$ cat config.mk
export PLATFORM = sky130hd
export DESIGN_NAME = mdsic_top
export DESIGN_NICKNAME = d
export VERILOG_FILES = /design/src/logic/mdsic_pkg.sv /design/src/logic/mdsic_sync.sv /design/src/logic/mdsic_outdelay.sv /design/src/logic/mdsic_top.sv
export VERILOG_INCLUDE_DIRS = /design/src /design/src/logic
export SDC_FILE = /design/constraint.sdc
export NUM_CORES = 1
export LEC_CHECK = 0
export BUFFER_PORTS_ARGS = -buffer_cell sky130_fd_sc_hd__buf_2
export CAP_MARGIN = 30
export CELL_PAD_IN_SITES_DETAIL_PLACEMENT = 0
export CELL_PAD_IN_SITES_GLOBAL_PLACEMENT = 2
export CORE_MARGIN = 10
export CORE_UTILIZATION = 43
export CTS_CLUSTER_SIZE = 28
export DETAILED_ROUTE_END_ITERATION = 7
export MAX_ROUTING_LAYER = met4
export PLACE_DENSITY_LB_ADDON = 0.1
export SYNTH_ARGS = -nofsm -noshare
export SYNTH_HDL_FRONTEND = slang
export SYNTH_SLANG_ARGS = --single-unit
$ cat constraint.sdc
create_clock -name core_clk_i -period 6.5 [get_ports core_clk_i]
set_clock_uncertainty 0.1 [all_clocks]
set_input_delay 0 -clock core_clk_i [delete_from_list [all_inputs] [get_ports core_clk_i]]
set_output_delay 0 -clock core_clk_i [all_outputs]
set_load 0.02 [all_outputs]
$ cat src/logic/mdsic_consts.svh
// Constants of the motor driver serial interface configuration block
`ifndef MDSIC_CONSTS_SVH
`define MDSIC_CONSTS_SVH
`define MDSIC_CLK_NS 8
`define MDSIC_T_ON_PH_NS 3600
`define MDSIC_T_OFF_PH_NS 3000
`define MDSIC_T_ON_CK_NS 4200
`define MDSIC_T_OFF_CK_NS 3600
`define MDSIC_CYC(ns) (((ns) + `MDSIC_CLK_NS - 1) / `MDSIC_CLK_NS)
`define MDSIC_DLY_W 10
`define MDSIC_FRAME_BITS 9
`define MDSIC_ADDR_MAX 5'h1E
`define MDSIC_ADDR_BCAST 5'h1F
`define MDSIC_SET_RST 4'h0
`define MDSIC_STEP_BIT 0
`define MDSIC_DIR_BIT 1
`define MDSIC_EN_BIT 2
`define MDSIC_SYNC_W 21
`endif

$ cat src/logic/mdsic_pkg.sv
// Types shared by the serial interface configuration block
package mdsic_pkg;
    typedef enum logic [1:0] {MDSIC_IF_NONE, MDSIC_IF_LVDS, MDSIC_IF_3W, MDSIC_IF_4W} mdsic_iface_t;
    typedef struct packed {
        logic driver_mode_strap;
        logic sensor_output_style_strap;
        logic iface_strap_first;
        logic iface_strap_second;
        logic [4:0] address_straps;
    } mdsic_straps_t;
    typedef struct packed {
        logic clk_pos;
        logic clk_neg;
        logic dat_pos;
        logic dat_neg;
    } mdsic_fwd_t;
    typedef struct packed {
        logic overcurrent_protect;
        logic thermal_shutdown;
    } mdsic_fault_t;
endpackage : mdsic_pkg

$ cat src/logic/mdsic_sync.sv
// Two-flop synchroniser, one stage pair per bit
`timescale 1ns/1ns
module mdsic_sync #(
    parameter int W = 1
) (
    // Clock and reset
    input wire logic core_clk_i,
    input wire logic rst_i,
    // Data
    input wire logic [W-1:0] d_i,
    output logic [W-1:0] q_o
);
    // First stage feeds only the second
    for (genvar i = 0; i < W; i++) begin : g_bit
        logic meta_q;
        logic sync_q;
        always_ff @(posedge core_clk_i or posedge rst_i) begin
            if (rst_i) begin
                meta_q <= 1'b0;
                sync_q <= 1'b0;
            end else begin
                meta_q <= d_i[i];
                sync_q <= meta_q;
            end
        end
        assign q_o[i] = sync_q;
    end
endmodule : mdsic_sync

$ cat src/logic/mdsic_outdelay.sv
// Turn-on and turn-off delay of one driver transistor gate
`timescale 1ns/1ns
`include "mdsic_consts.svh"
module mdsic_outdelay (
    // Clock and reset
    input wire logic core_clk_i,
    input wire logic rst_i,
    input wire logic clr_i,
    // Control
    input wire logic tgt_i,
    input wire logic clock_mode_i,
    // Gate
    output logic gate_o
);
    import mdsic_pkg::*;
    localparam logic [`MDSIC_DLY_W-1:0] ON_PH = `MDSIC_DLY_W'(`MDSIC_CYC(`MDSIC_T_ON_PH_NS));
    localparam logic [`MDSIC_DLY_W-1:0] OFF_PH = `MDSIC_DLY_W'(`MDSIC_CYC(`MDSIC_T_OFF_PH_NS));
    localparam logic [`MDSIC_DLY_W-1:0] ON_CK = `MDSIC_DLY_W'(`MDSIC_CYC(`MDSIC_T_ON_CK_NS));
    localparam logic [`MDSIC_DLY_W-1:0] OFF_CK = `MDSIC_DLY_W'(`MDSIC_CYC(`MDSIC_T_OFF_CK_NS));
    logic [`MDSIC_DLY_W-1:0] cnt_q;
    logic [`MDSIC_DLY_W-1:0] on_len;
    logic [`MDSIC_DLY_W-1:0] off_len;
    logic gate_q;

    // Delays differ per driver mode
    assign on_len = clock_mode_i ? ON_CK : ON_PH;
    assign off_len = clock_mode_i ? OFF_CK : OFF_PH;

    // A new target restarts nothing; a reverted one cancels the pending change
    always_ff @(posedge core_clk_i or posedge rst_i) begin
        if (rst_i) begin
            cnt_q <= '0;
            gate_q <= 1'b0;
        end else if (clr_i) begin
            cnt_q <= '0;
            gate_q <= 1'b0;
        end else if (tgt_i == gate_q) begin
            cnt_q <= '0;
        end else if (cnt_q == '0) begin
            cnt_q <= tgt_i ? on_len : off_len;
        end else if (cnt_q == `MDSIC_DLY_W'(1)) begin
            gate_q <= tgt_i;
            cnt_q <= '0;
        end else begin
            cnt_q <= cnt_q - `MDSIC_DLY_W'(1);
        end
    end
    assign gate_o = gate_q;
endmodule : mdsic_outdelay

$ cat src/logic/mdsic_top.sv
// Serial interface configuration and control of a stepping-motor driver
// Behaviour
// - Gates change only through setting writes taken from the forward link, or clear on power down.
// - Driver-mode strap high selects clock input mode, low phase input mode.
// - Sensor-style strap high: reverse output push-pull; low: open drain.
// - First strap high, second low: differential forward and reverse links.
// - Second strap high: single-ended forward data and clock on positive pins.
// - Four-wire mode: active-low select, clock and data in, return styled by the output-style strap.
// - In single-ended input modes, negative data pin is the output-style strap.
// - Output-style high: single-ended outputs, negatives unused; low: differential.
// - Received forward clock and data are re-driven to the next device.
// - Four-wire input can be bridged onto differential forward outputs.
// - Own address from five straps; addresses above 30 never match.
// - Broadcast writes apply whatever the address strap.
// - Four sensor inputs sampled together and shifted out on reverse link.
// - Power-down high: low power and internal logic held in reset.
// - Fault output pulled low on overcurrent or thermal shutdown, else released.
// - Written setting reaches the gates after a timed delay.
// - Turn-off shorter than turn-on gives dead time with both off.
`timescale 1ns/1ns
`include "mdsic_consts.svh"
module mdsic_top (
    // Clock and reset
    input wire logic core_clk_i,
    input wire logic rst_i,
    // Straps and power down
    input wire mdsic_pkg::mdsic_straps_t straps_i,
    input wire logic power_down_in_i,
    // Forward link in and out
    input wire mdsic_pkg::mdsic_fwd_t fwd_in_i,
    output mdsic_pkg::mdsic_fwd_t fwd_out_o,
    // Reverse link
    input wire logic rev_serial_in_pos_i,
    output logic rev_serial_out_pos_o,
    output logic rev_serial_out_oe_o,
    output logic rev_serial_out_neg_o,
    // Sensors, faults and gates
    input wire logic [3:0] sensor_inputs_i,
    input wire mdsic_pkg::mdsic_fault_t faults_i,
    output logic [3:0] gate_o,
    output logic fault_out_n_o,
    output logic fault_out_oe_o,
    output logic low_power_o
);
    import mdsic_pkg::*;

    typedef enum logic {ST_IDLE, ST_SHIFT} mdsic_state_t;

    logic [`MDSIC_SYNC_W-1:0] raw_w;
    logic [`MDSIC_SYNC_W-1:0] syn_w;
    mdsic_straps_t straps_s;
    logic pd_s;
    mdsic_fwd_t fwd_s;
    logic rev_in_s;
    logic [3:0] sens_s;
    mdsic_fault_t flt_s;
    mdsic_iface_t iface_w;
    logic output_style_strap_s;
    logic diff_out_w;
    logic sclk_w;
    logic sdat_w;
    logic cs_n_w;
    logic clk_prev_q;
    logic dat_prev_q;
    logic cs_prev_q;
    logic clk_rise_w;
    logic clk_fall_w;
    logic start_w;
    logic abort_w;
    logic commit_w;
    logic hit_w;
    logic [8:0] word_w;
    mdsic_state_t state_q;
    logic [3:0] bit_cnt_q;
    logic [7:0] frame_q;
    logic [3:0] set_q;
    logic wr_q;
    logic [1:0] phase_q;
    logic [3:0] sens_sh_q;
    logic rev_bit_w;
    logic [3:0] target_w;
    logic fault_oe_q;
    mdsic_fwd_t fwd_out_q;
    logic rev_pos_q;
    logic rev_oe_q;
    logic rev_neg_q;

    // Every pin passes two flops before use
    assign raw_w = {straps_i, power_down_in_i, fwd_in_i, rev_serial_in_pos_i, sensor_inputs_i, faults_i};
    mdsic_sync #(.W(`MDSIC_SYNC_W)) u_sync (
        .core_clk_i(core_clk_i),
        .rst_i(rst_i),
        .d_i(raw_w),
        .q_o(syn_w)
    );
    assign {straps_s, pd_s, fwd_s, rev_in_s, sens_s, flt_s} = syn_w;

    // Interface select from the two straps
    always_comb begin
        unique case ({straps_s.iface_strap_first, straps_s.iface_strap_second})
            2'b10: iface_w = MDSIC_IF_LVDS;
            2'b01: iface_w = MDSIC_IF_3W;
            2'b11: iface_w = MDSIC_IF_4W;
            2'b00: iface_w = MDSIC_IF_NONE;
        endcase
    end

    // Negative data pin turns into a strap in single-ended modes
    assign output_style_strap_s = fwd_s.dat_neg;
    assign diff_out_w = (iface_w == MDSIC_IF_LVDS) || !output_style_strap_s;

    // Receiver outputs; differential pairs are resolved by the analog front end
    assign sclk_w = fwd_s.clk_pos;
    assign sdat_w = fwd_s.dat_pos;
    assign cs_n_w = fwd_s.clk_neg;

    // Edge history of the received link
    always_ff @(posedge core_clk_i or posedge rst_i) begin
        if (rst_i) begin
            clk_prev_q <= 1'b0;
            dat_prev_q <= 1'b1;
            cs_prev_q <= 1'b1;
        end else begin
            clk_prev_q <= sclk_w;
            dat_prev_q <= sdat_w;
            cs_prev_q <= cs_n_w;
        end
    end
    assign clk_rise_w = sclk_w && !clk_prev_q;
    assign clk_fall_w = !sclk_w && clk_prev_q;

    // Frame start: select falling, or data falling while clock is high
    always_comb begin
        unique case (iface_w)
            MDSIC_IF_4W: start_w = cs_prev_q && !cs_n_w;
            MDSIC_IF_LVDS, MDSIC_IF_3W: start_w = sclk_w && dat_prev_q && !sdat_w;
            MDSIC_IF_NONE: start_w = 1'b0;
        endcase
    end
    assign abort_w = (iface_w == MDSIC_IF_4W) && cs_n_w;

    // Frame shifter; power down holds it idle
    always_ff @(posedge core_clk_i or posedge rst_i) begin
        if (rst_i) begin
            state_q <= ST_IDLE;
            bit_cnt_q <= 4'h0;
            frame_q <= 8'h00;
        end else if (pd_s) begin
            state_q <= ST_IDLE;
            bit_cnt_q <= 4'h0;
            frame_q <= 8'h00;
        end else begin
            unique case (state_q)
                ST_IDLE: begin
                    if (start_w) begin
                        state_q <= ST_SHIFT;
                        bit_cnt_q <= 4'h0;
                    end
                end
                ST_SHIFT: begin
                    if (abort_w) begin
                        state_q <= ST_IDLE;
                    end else if (clk_rise_w) begin
                        frame_q <= {frame_q[6:0], sdat_w};
                        bit_cnt_q <= bit_cnt_q + 4'h1;
                        if (commit_w) begin
                            state_q <= ST_IDLE;
                        end
                    end
                end
            endcase
        end
    end

    // Last bit completes the word: five address bits then four setting bits
    assign commit_w = (state_q == ST_SHIFT) && clk_rise_w && !abort_w && !pd_s
        && (bit_cnt_q == 4'(`MDSIC_FRAME_BITS - 1));
    assign word_w = {frame_q, sdat_w};
    assign hit_w = (word_w[8:4] == `MDSIC_ADDR_BCAST)
        || ((word_w[8:4] == straps_s.address_straps) && (straps_s.address_straps <= `MDSIC_ADDR_MAX));

    // Setting register written only by a matching frame
    always_ff @(posedge core_clk_i or posedge rst_i) begin
        if (rst_i) begin
            set_q <= `MDSIC_SET_RST;
            wr_q <= 1'b0;
        end else if (pd_s) begin
            set_q <= `MDSIC_SET_RST;
            wr_q <= 1'b0;
        end else begin
            wr_q <= commit_w && hit_w;
            if (commit_w && hit_w) begin
                set_q <= word_w[3:0];
            end
        end
    end

    // Clock input mode: each write may step the excitation phase
    always_ff @(posedge core_clk_i or posedge rst_i) begin
        if (rst_i) begin
            phase_q <= 2'h0;
        end else if (pd_s) begin
            phase_q <= 2'h0;
        end else if (wr_q && straps_s.driver_mode_strap && set_q[`MDSIC_EN_BIT] && set_q[`MDSIC_STEP_BIT]) begin
            phase_q <= set_q[`MDSIC_DIR_BIT] ? phase_q - 2'h1 : phase_q + 2'h1;
        end
    end

    // Two-phase excitation pattern, bits {B1, B0, A1, A0}
    function automatic logic [3:0] mdsic_pattern(input logic [1:0] ph);
        logic [3:0] p;
        p = 4'h5;
        unique case (ph)
            2'h0: p = 4'h5;
            2'h1: p = 4'h6;
            2'h2: p = 4'hA;
            2'h3: p = 4'h9;
        endcase
        return p;
    endfunction : mdsic_pattern

    // Phase mode drives the setting bits straight to the gates
    assign target_w = straps_s.driver_mode_strap
        ? (set_q[`MDSIC_EN_BIT] ? mdsic_pattern(phase_q) : 4'h0)
        : set_q;

    // One delay stage per transistor gate
    for (genvar i = 0; i < 4; i++) begin : g_gate
        mdsic_outdelay u_dly (
            .core_clk_i(core_clk_i),
            .rst_i(rst_i),
            .clr_i(pd_s),
            .tgt_i(target_w[i]),
            .clock_mode_i(straps_s.driver_mode_strap),
            .gate_o(gate_o[i])
        );
    end

    // Sensors captured at frame start; the fall before the first rise is skipped so bit 3 meets the first rise
    always_ff @(posedge core_clk_i or posedge rst_i) begin
        if (rst_i) begin
            sens_sh_q <= 4'hF;
        end else if (pd_s) begin
            sens_sh_q <= 4'hF;
        end else if (state_q == ST_IDLE && start_w) begin
            sens_sh_q <= sens_s;
        end else if (state_q == ST_SHIFT && clk_fall_w && (bit_cnt_q != 4'h0)) begin
            sens_sh_q <= {sens_sh_q[2:0], rev_in_s};
        end
    end
    assign rev_bit_w = sens_sh_q[3];

    // Reverse driver; open drain only ever pulls low
    always_ff @(posedge core_clk_i or posedge rst_i) begin
        if (rst_i) begin
            rev_pos_q <= 1'b0;
            rev_oe_q <= 1'b0;
            rev_neg_q <= 1'b0;
        end else begin
            rev_pos_q <= straps_s.sensor_output_style_strap ? rev_bit_w : 1'b0;
            rev_oe_q <= straps_s.sensor_output_style_strap || !rev_bit_w;
            rev_neg_q <= diff_out_w ? !rev_bit_w : 1'b0;
        end
    end
    assign rev_serial_out_pos_o = rev_pos_q;
    assign rev_serial_out_oe_o = rev_oe_q;
    assign rev_serial_out_neg_o = rev_neg_q;

    // Repeater re-times clock and data; four-wire select idles both high
    always_ff @(posedge core_clk_i or posedge rst_i) begin
        if (rst_i) begin
            fwd_out_q <= '0;
        end else begin
            fwd_out_q.clk_pos <= abort_w ? 1'b1 : sclk_w;
            fwd_out_q.dat_pos <= abort_w ? 1'b1 : sdat_w;
            fwd_out_q.clk_neg <= diff_out_w && !(abort_w ? 1'b1 : sclk_w);
            fwd_out_q.dat_neg <= diff_out_w && !(abort_w ? 1'b1 : sdat_w);
        end
    end
    assign fwd_out_o = fwd_out_q;

    // Fault pin only sinks, so its level is fixed low
    always_ff @(posedge core_clk_i or posedge rst_i) begin
        if (rst_i) begin
            fault_oe_q <= 1'b0;
        end else begin
            fault_oe_q <= flt_s.overcurrent_protect || flt_s.thermal_shutdown;
        end
    end
    assign fault_out_oe_o = fault_oe_q;
    assign fault_out_n_o = 1'b0;
    assign low_power_o = pd_s;
endmodule : mdsic_top

=== Word-level counts from Yosys, hierarchy flattened ===
Index checks and enable logic that the tools add are counted.

* Register bits after elaboration: 121
* Input port bits: 23
* Output and inout bits: 14
* Word-level logic and storage cells: 238

* $add $sub $neg: 7
* $lt $le $gt $ge: 1
* Equality and inequality tests: 32
* Muxes and demuxes: 71
* Bitwise logic cells: 1
* Reduce and logical (&&, ||, !) cells: 58

{| class="wikitable"
|+ Operator list
! operator !! number
|-
| 10-bit two-way mux || 21
|-
| 4-bit two-way mux || 11
|-
| 10-bit by 1-bit == test with 1-bit output (second input constant) || 4
|-
| 10-bit logical NOT || 4
|-
| 8-bit two-way mux || 5
|-
| 10-bit by 1-bit subtractor with 10-bit output (second input constant) || 4
|-
| 1-bit two-way mux || 26
|-
| 1-bit logical AND || 20
|-
| 3-bit AND reduction || 6
|-
| 2-bit inequality test (second input constant) || 8
|-
| 4-bit one-hot mux with 4 select lines || 1
|-
| 2-bit nonzero test || 8
|-
| 2-bit == test (second input constant) || 6
|-
| 1-bit logical NOT || 10
|-
| 3-bit by 2-bit inequality test with 1-bit output (second input constant) || 3
|-
| 2-bit one-hot mux with 4 select lines || 1
|-
| 4-bit one-hot mux with 2 select lines || 1
|-
| 2-bit by 1-bit == test with 1-bit output (second input constant) || 3
|-
| 2-bit logical NOT || 3
|-
| 2-bit two-way mux || 3
|-
| 5-bit == test || 1
|-
| 5-bit == test (second input constant) || 1
|-
| 5-bit less-or-equal comparator (second input constant) || 1
|-
| 4-bit by 1-bit adder with 4-bit output (second input constant) || 1
|-
| 12 further kinds || 18
|}

=== Longest topological paths before layout ===
* Word-level depth: 13
* Depth in mapped cells: 7
* Gate-level depth less buffers: 6

=== Cells and area by module ===
A second synthesis with hierarchy kept.

* Cells, all modules: 533
* Area, all modules: 5821.8 um^2

{| class="wikitable"
|+ Modules (own cells, without submodules)
! module !! instances !! cells an instance !! area each (um^2) !! seq. area each (um^2)
|-
| mdsic_outdelay || 4 || 75 || 706.9 || 275.3
|-
| mdsic_top || 1 || 169 || 1781.7 || 883.3
|-
| mdsic_sync || 1 || 64 || 1212.4 || 1051.0
|}

=== Least setup slack after synthesis ===
OpenSTA, ideal clock, no wires.

* Kind: register -> register
* Start point: register g_gate[0].u_dly.cnt_q[0]
* End point: register g_gate[0].u_dly.cnt_q[9]
* Setup time: 107 ps
* Arrival: 1916 ps
* Required time: 6293 ps
* Setup slack: 4377 ps
* Stages on the path, launching flop included: 8
* Path buffers: 1
* Clock period less this slack: 2123 ps
* Cell sequence: dfrtp_1 -> inv_1 -> ha_1 -> buf_2 -> or3b_2 -> a2111oi_4 -> nor2_2 -> a2111oi_4

* Cells in the longest elaborated chain, start to end: 5
* Elaborated cells on any way between the ends: 7
* Classes of those cells: 1 x add/sub; 1 x eq/ne; 4 x mux; 1 x reduce/logical

{| class="wikitable"
|+ RTL lines
! item !! RTL line !! source
|-
| start, declared || mdsic_outdelay.sv:20 || <nowiki>logic [`MDSIC_DLY_W-1:0] cnt_q;</nowiki>
|-
| start signal, assigned || mdsic_outdelay.sv:40 || <nowiki>cnt_q <= tgt_i ? on_len : off_len;</nowiki>
|-
| start signal, assigned || mdsic_outdelay.sv:45 || <nowiki>cnt_q <= cnt_q - `MDSIC_DLY_W'(1);</nowiki>
|-
| 10-bit by 1-bit subtractor with 10-bit output or 10-bit by 1-bit == test with 1-bit output (tied branches) || mdsic_outdelay.sv:45, mdsic_outdelay.sv:41 ||
|-
| 10-bit two-way mux || mdsic_outdelay.sv:41 || <nowiki>end else if (cnt_q == `MDSIC_DLY_W'(1)) begin</nowiki>
|-
| 10-bit two-way mux (*) || mdsic_outdelay.sv:39 || <nowiki>end else if (cnt_q == '0) begin</nowiki>
|-
| 10-bit two-way mux (*) || mdsic_outdelay.sv:37 || <nowiki>end else if (tgt_i == gate_q) begin</nowiki>
|-
| 10-bit two-way mux (*) || mdsic_outdelay.sv:34 || <nowiki>end else if (clr_i) begin</nowiki>
|}

Mark *: on every way between the ends. The rest lies on a longest branch, timed or not.
A chain may end at the register's enable or synchronous reset.

=== Final worst setup path ===
* Start point: register phase_q[0]
* End point: register g_gate[2].u_dly.cnt_q[5]

* Cells in the longest elaborated chain, start to end: 8
* Elaborated cells on any way between the ends: 12
* Classes of those cells: 4 x eq/ne; 7 x mux; 1 x reduce/logical

{| class="wikitable"
|+ RTL lines
! item !! RTL line !! source
|-
| start, declared || mdsic_top.sv:78 || <nowiki>logic [1:0] phase_q;</nowiki>
|-
| start signal, assigned || mdsic_top.sv:205 || <nowiki>phase_q <= set_q[`MDSIC_DIR_BIT] ? phase_q - 2'h1 : phase_q + 2'h1;</nowiki>
|-
| 2-bit == test (tied with other cells) || mdsic_top.sv:213 || <nowiki>unique case (ph)</nowiki>
|-
| 4-bit one-hot mux with 4 select lines (*) || mdsic_top.sv:213 ||
|-
| 4-bit two-way mux (*) || mdsic_top.sv:224 || <nowiki>? (set_q[`MDSIC_EN_BIT] ? mdsic_pattern(phase_q) : 4'h0)</nowiki>
|-
| 4-bit two-way mux (*) || mdsic_top.sv:223 || <nowiki>assign target_w = straps_s.driver_mode_strap</nowiki>
|-
| 10-bit two-way mux || mdsic_outdelay.sv:40 ||
|-
| 10-bit two-way mux || mdsic_outdelay.sv:39 ||
|-
| 10-bit two-way mux (*) || mdsic_outdelay.sv:37 ||
|-
| 10-bit two-way mux (*) || mdsic_outdelay.sv:34 ||
|-
| end signal, assigned || mdsic_outdelay.sv:40 ||
|-
| end signal, assigned || mdsic_outdelay.sv:45 ||
|-
| end, declared || mdsic_outdelay.sv:20 ||
|}

Marked as above.

==> results_dict.tcl <==
set metrics [dict create \
    outcome "finished clean" \
    ctsHoldBuffers 22 \
    fin_util_pct 53.01 \
    die-area_sq_um 17990 \
    ys_ff_latch 121 \
    cts_tree "built" \
    cts_buffers 17 \
    io_pins 37 \
    synthCells 519 \
    path_class "register to register" \
    path_clk_slew_ps 60 \
    dr.pass1.iters 4 \
    finalNetCount 613 \
    tightest_slew_ps 810.8 \
    die_y_um 134.1 \
    startpoint_type "register" \
    worst_slack_ps 4183 \
    crit_path_end_kind "register" \
    drive_gt1_share_pct 16.01 \
    crit_required_ps 6640 \
    synthTopCellsByCount "dfrtp_1, nor2_1, nor3_1" \
    synthTopCellsByArea "dfrtp_1, ha_1, mux2i_1, nor2_1, nor3_1" \
    grt_util_all_layers_pct 14.04 \
    ctsResizeCount 0 \
    rows 41 \
    async_reset_ff_share_pct 100.0 \
    rsz0062_at_grt "no" \
    cp.arrival_ps 2460 \
    routabilityCongestion 0.7910 \
    cts_max_path_buffers 2 \
    fmaxAchievable_mhz 431.5 \
    p_leak_nw 3.092 \
    place_area_sq_um 5928 \
    grt_start_max_net_pins 72 \
    fill_cells 1159 \
    yosysWarnings 0 \
    hold_path_class "input port to asynchronous set/reset pin" \
    dp.cells 705 \
    synth_ff_type "dfrtp_1" \
    cts_root_buf "clkbuf_16" \
    max-cap-violations 0 \
    clock_latency_ps 410 \
    wl_per_cell_um 15.25 \
    r2r_cells 6 \
    antennaDiodeCount 0 \
    synth_top_area_share_pct 51.37 \
    avgSynthCellArea_sq_um 10.79 \
    yosysMostFrequentCell "dfrtp_1" \
    syn_to_final_growth_pct 19.90 \
    min_period_ps 2317 \
    drt-total-wl_mm 11.58 \
    via_count 4016 \
    synth_edf_count 0 \
    gr-total-overflow 0 \
    final_area_sq_um 6716 \
    post-route-period-util_pct 35.65 \
    yosysTopAreaCell "dfrtp_1" \
    ir_worst_vdd_uv 218.7 \
    ant_nets 0 \
    slew_viol_final 0 \
    setup_viol 0 \
    slew_headroom_pct 45.45 \
    setup_tns_ps 0 \
    finalHoldViolCount 0 \
    synth_fp_nets 558 \
    ys_types 61 \
    crit_path_top_delay_cell "mux2i_1" \
    place_hpwl_mm 7.884 \
    htreeDepth 4 \
    power_density_nw_per_um2 259.5 \
    grt_pass1_vias 4205 \
    fin_hold_ws_ps 62.47 \
    clock_sinks 121 \
    grt_pass1_wl_mm 20.24 \
    critPathMaxStageDelay_ps 700 \
    start_util_pct 44.21 \
    routed_via_density 5.291 \
    power_mw 1.743 \
    cp_cell_sequence "inv_1, ha_1, o21ba_2, a21boi_0, mux2i_1, a2111oi_0" \
    fp.dieW_um 134.1 \
    port_buffers 35 \
    coreArea_sq_um 12670 \
    antenna_found_initial 0 \
    path_max_fanout 10 \
    drc 0 \
    syn_area_sq_um 5602 \
    layout.cells.non_filler 759 \
    first_iter_violations 238 \
    postCtsSetupRepairBufs 0 \
    yosysSeqAreaShare_pct 54.19 \
    pre_cts_ws_ps 4202 \
]
power by group:
part	internal [mW]	switching [mW]
combinational	0.0285	0.0396
sequential	0.773	0.0102
clock	0.534	0.357
total	1.34	0.406
per-layer routing:
metal / track usage [%] / vias to the layer above / routed length, um
met1: 16.92 / 1968 / 5629
met4: 4.172 / 0 / 111
met3: 3.846 / 9 / 280
met2: 22.60 / 49 / 5554
li1: - / 1990 / -
met5: - / - / 0
registers in the layout (all words and copies together) (netlist names), 8 cells and up:
signal / flops
u_sync.g_bit.sync_q: 21
g_gate.u_dly.cnt_q: 40
u_sync.g_bit.meta_q: 21
frame_q: 8
cell usage in the layout (no fill, tap or decap), drive strengths merged, types with 5 or more instances in the layout:
cell type and n:
dfstp 6, a21oi 25, a211oi 13, dlygate4sd3 22
clkinv 6, a311oi 5, nor2b 6, o21ai 19
inv 24, nand2b 7, nand2 24, o31ai 7
buf 39, ha 16, nor4 7, clkbuf 18
dfrtp 115, and3 7, nor3b 5, xnor2 16
nand3b 5, nor3 32, mux2i 18, o211ai 7
nor2 47, or3 11, nand3 13
final timing paths:
path | start | to | slack [ps]
max in group asynchronous | rst_i | sens_sh_q[2] | 5230
max | phase_q[0] | g_gate[2].u_dly.cnt_q[5] | 4180
max reg2reg | phase_q[0] | g_gate[2].u_dly.cnt_q[5] | 4180
min reg2reg | u_sync.g_bit[7].meta_q | u_sync.g_bit[7].sync_q | 250
min in group core_clk_i | sensor_inputs_i[0] | u_sync.g_bit[2].meta_q | 130
min | rst_i | fault_out_oe_o | 60
cell type report:
class	count	area [sq um]	area share, %
clock buffers	18	429.2	6.390
clock inverters	14	138.9	2.068
inverters	18	70.07	1.043
multi-input cells	355	2382	35.47
flip-flops and latches	121	3035	45.19
well taps	172	215.2	3.204
repair buffers	61	445.4	6.632
cell families (layout without fill, tap and decap cells):
group | count (synthesis) | after routing | share of synthesized area, %
DFF | 121 | 121 | 54.19
and+or+nand+nor | 191 | 191 | 18.32
xor gates and xnor gates | 19 | 19 | 2.971
other | 1 | 1 | 0.06694
AOI/OAI and AO/OA | 109 | 109 | 14.18
buffers and inverters | 43 | 111 | 3.283
muxes | 19 | 19 | 3.417
adders and majority gates | 16 | 16 | 3.574
critical path, delay by kind of cell (launching register included):
| family | cells | cell delay [ps] |
|---|---|---|
| muxes | 1 | 700 |
| AOI/OAI and AO/OA | 3 | 660 |
| DFF | 1 | 370 |
| adders and majority gates | 1 | 230 |
| buffers and inverters | 1 | 80 |
Power figures use the tool's default switching activity.
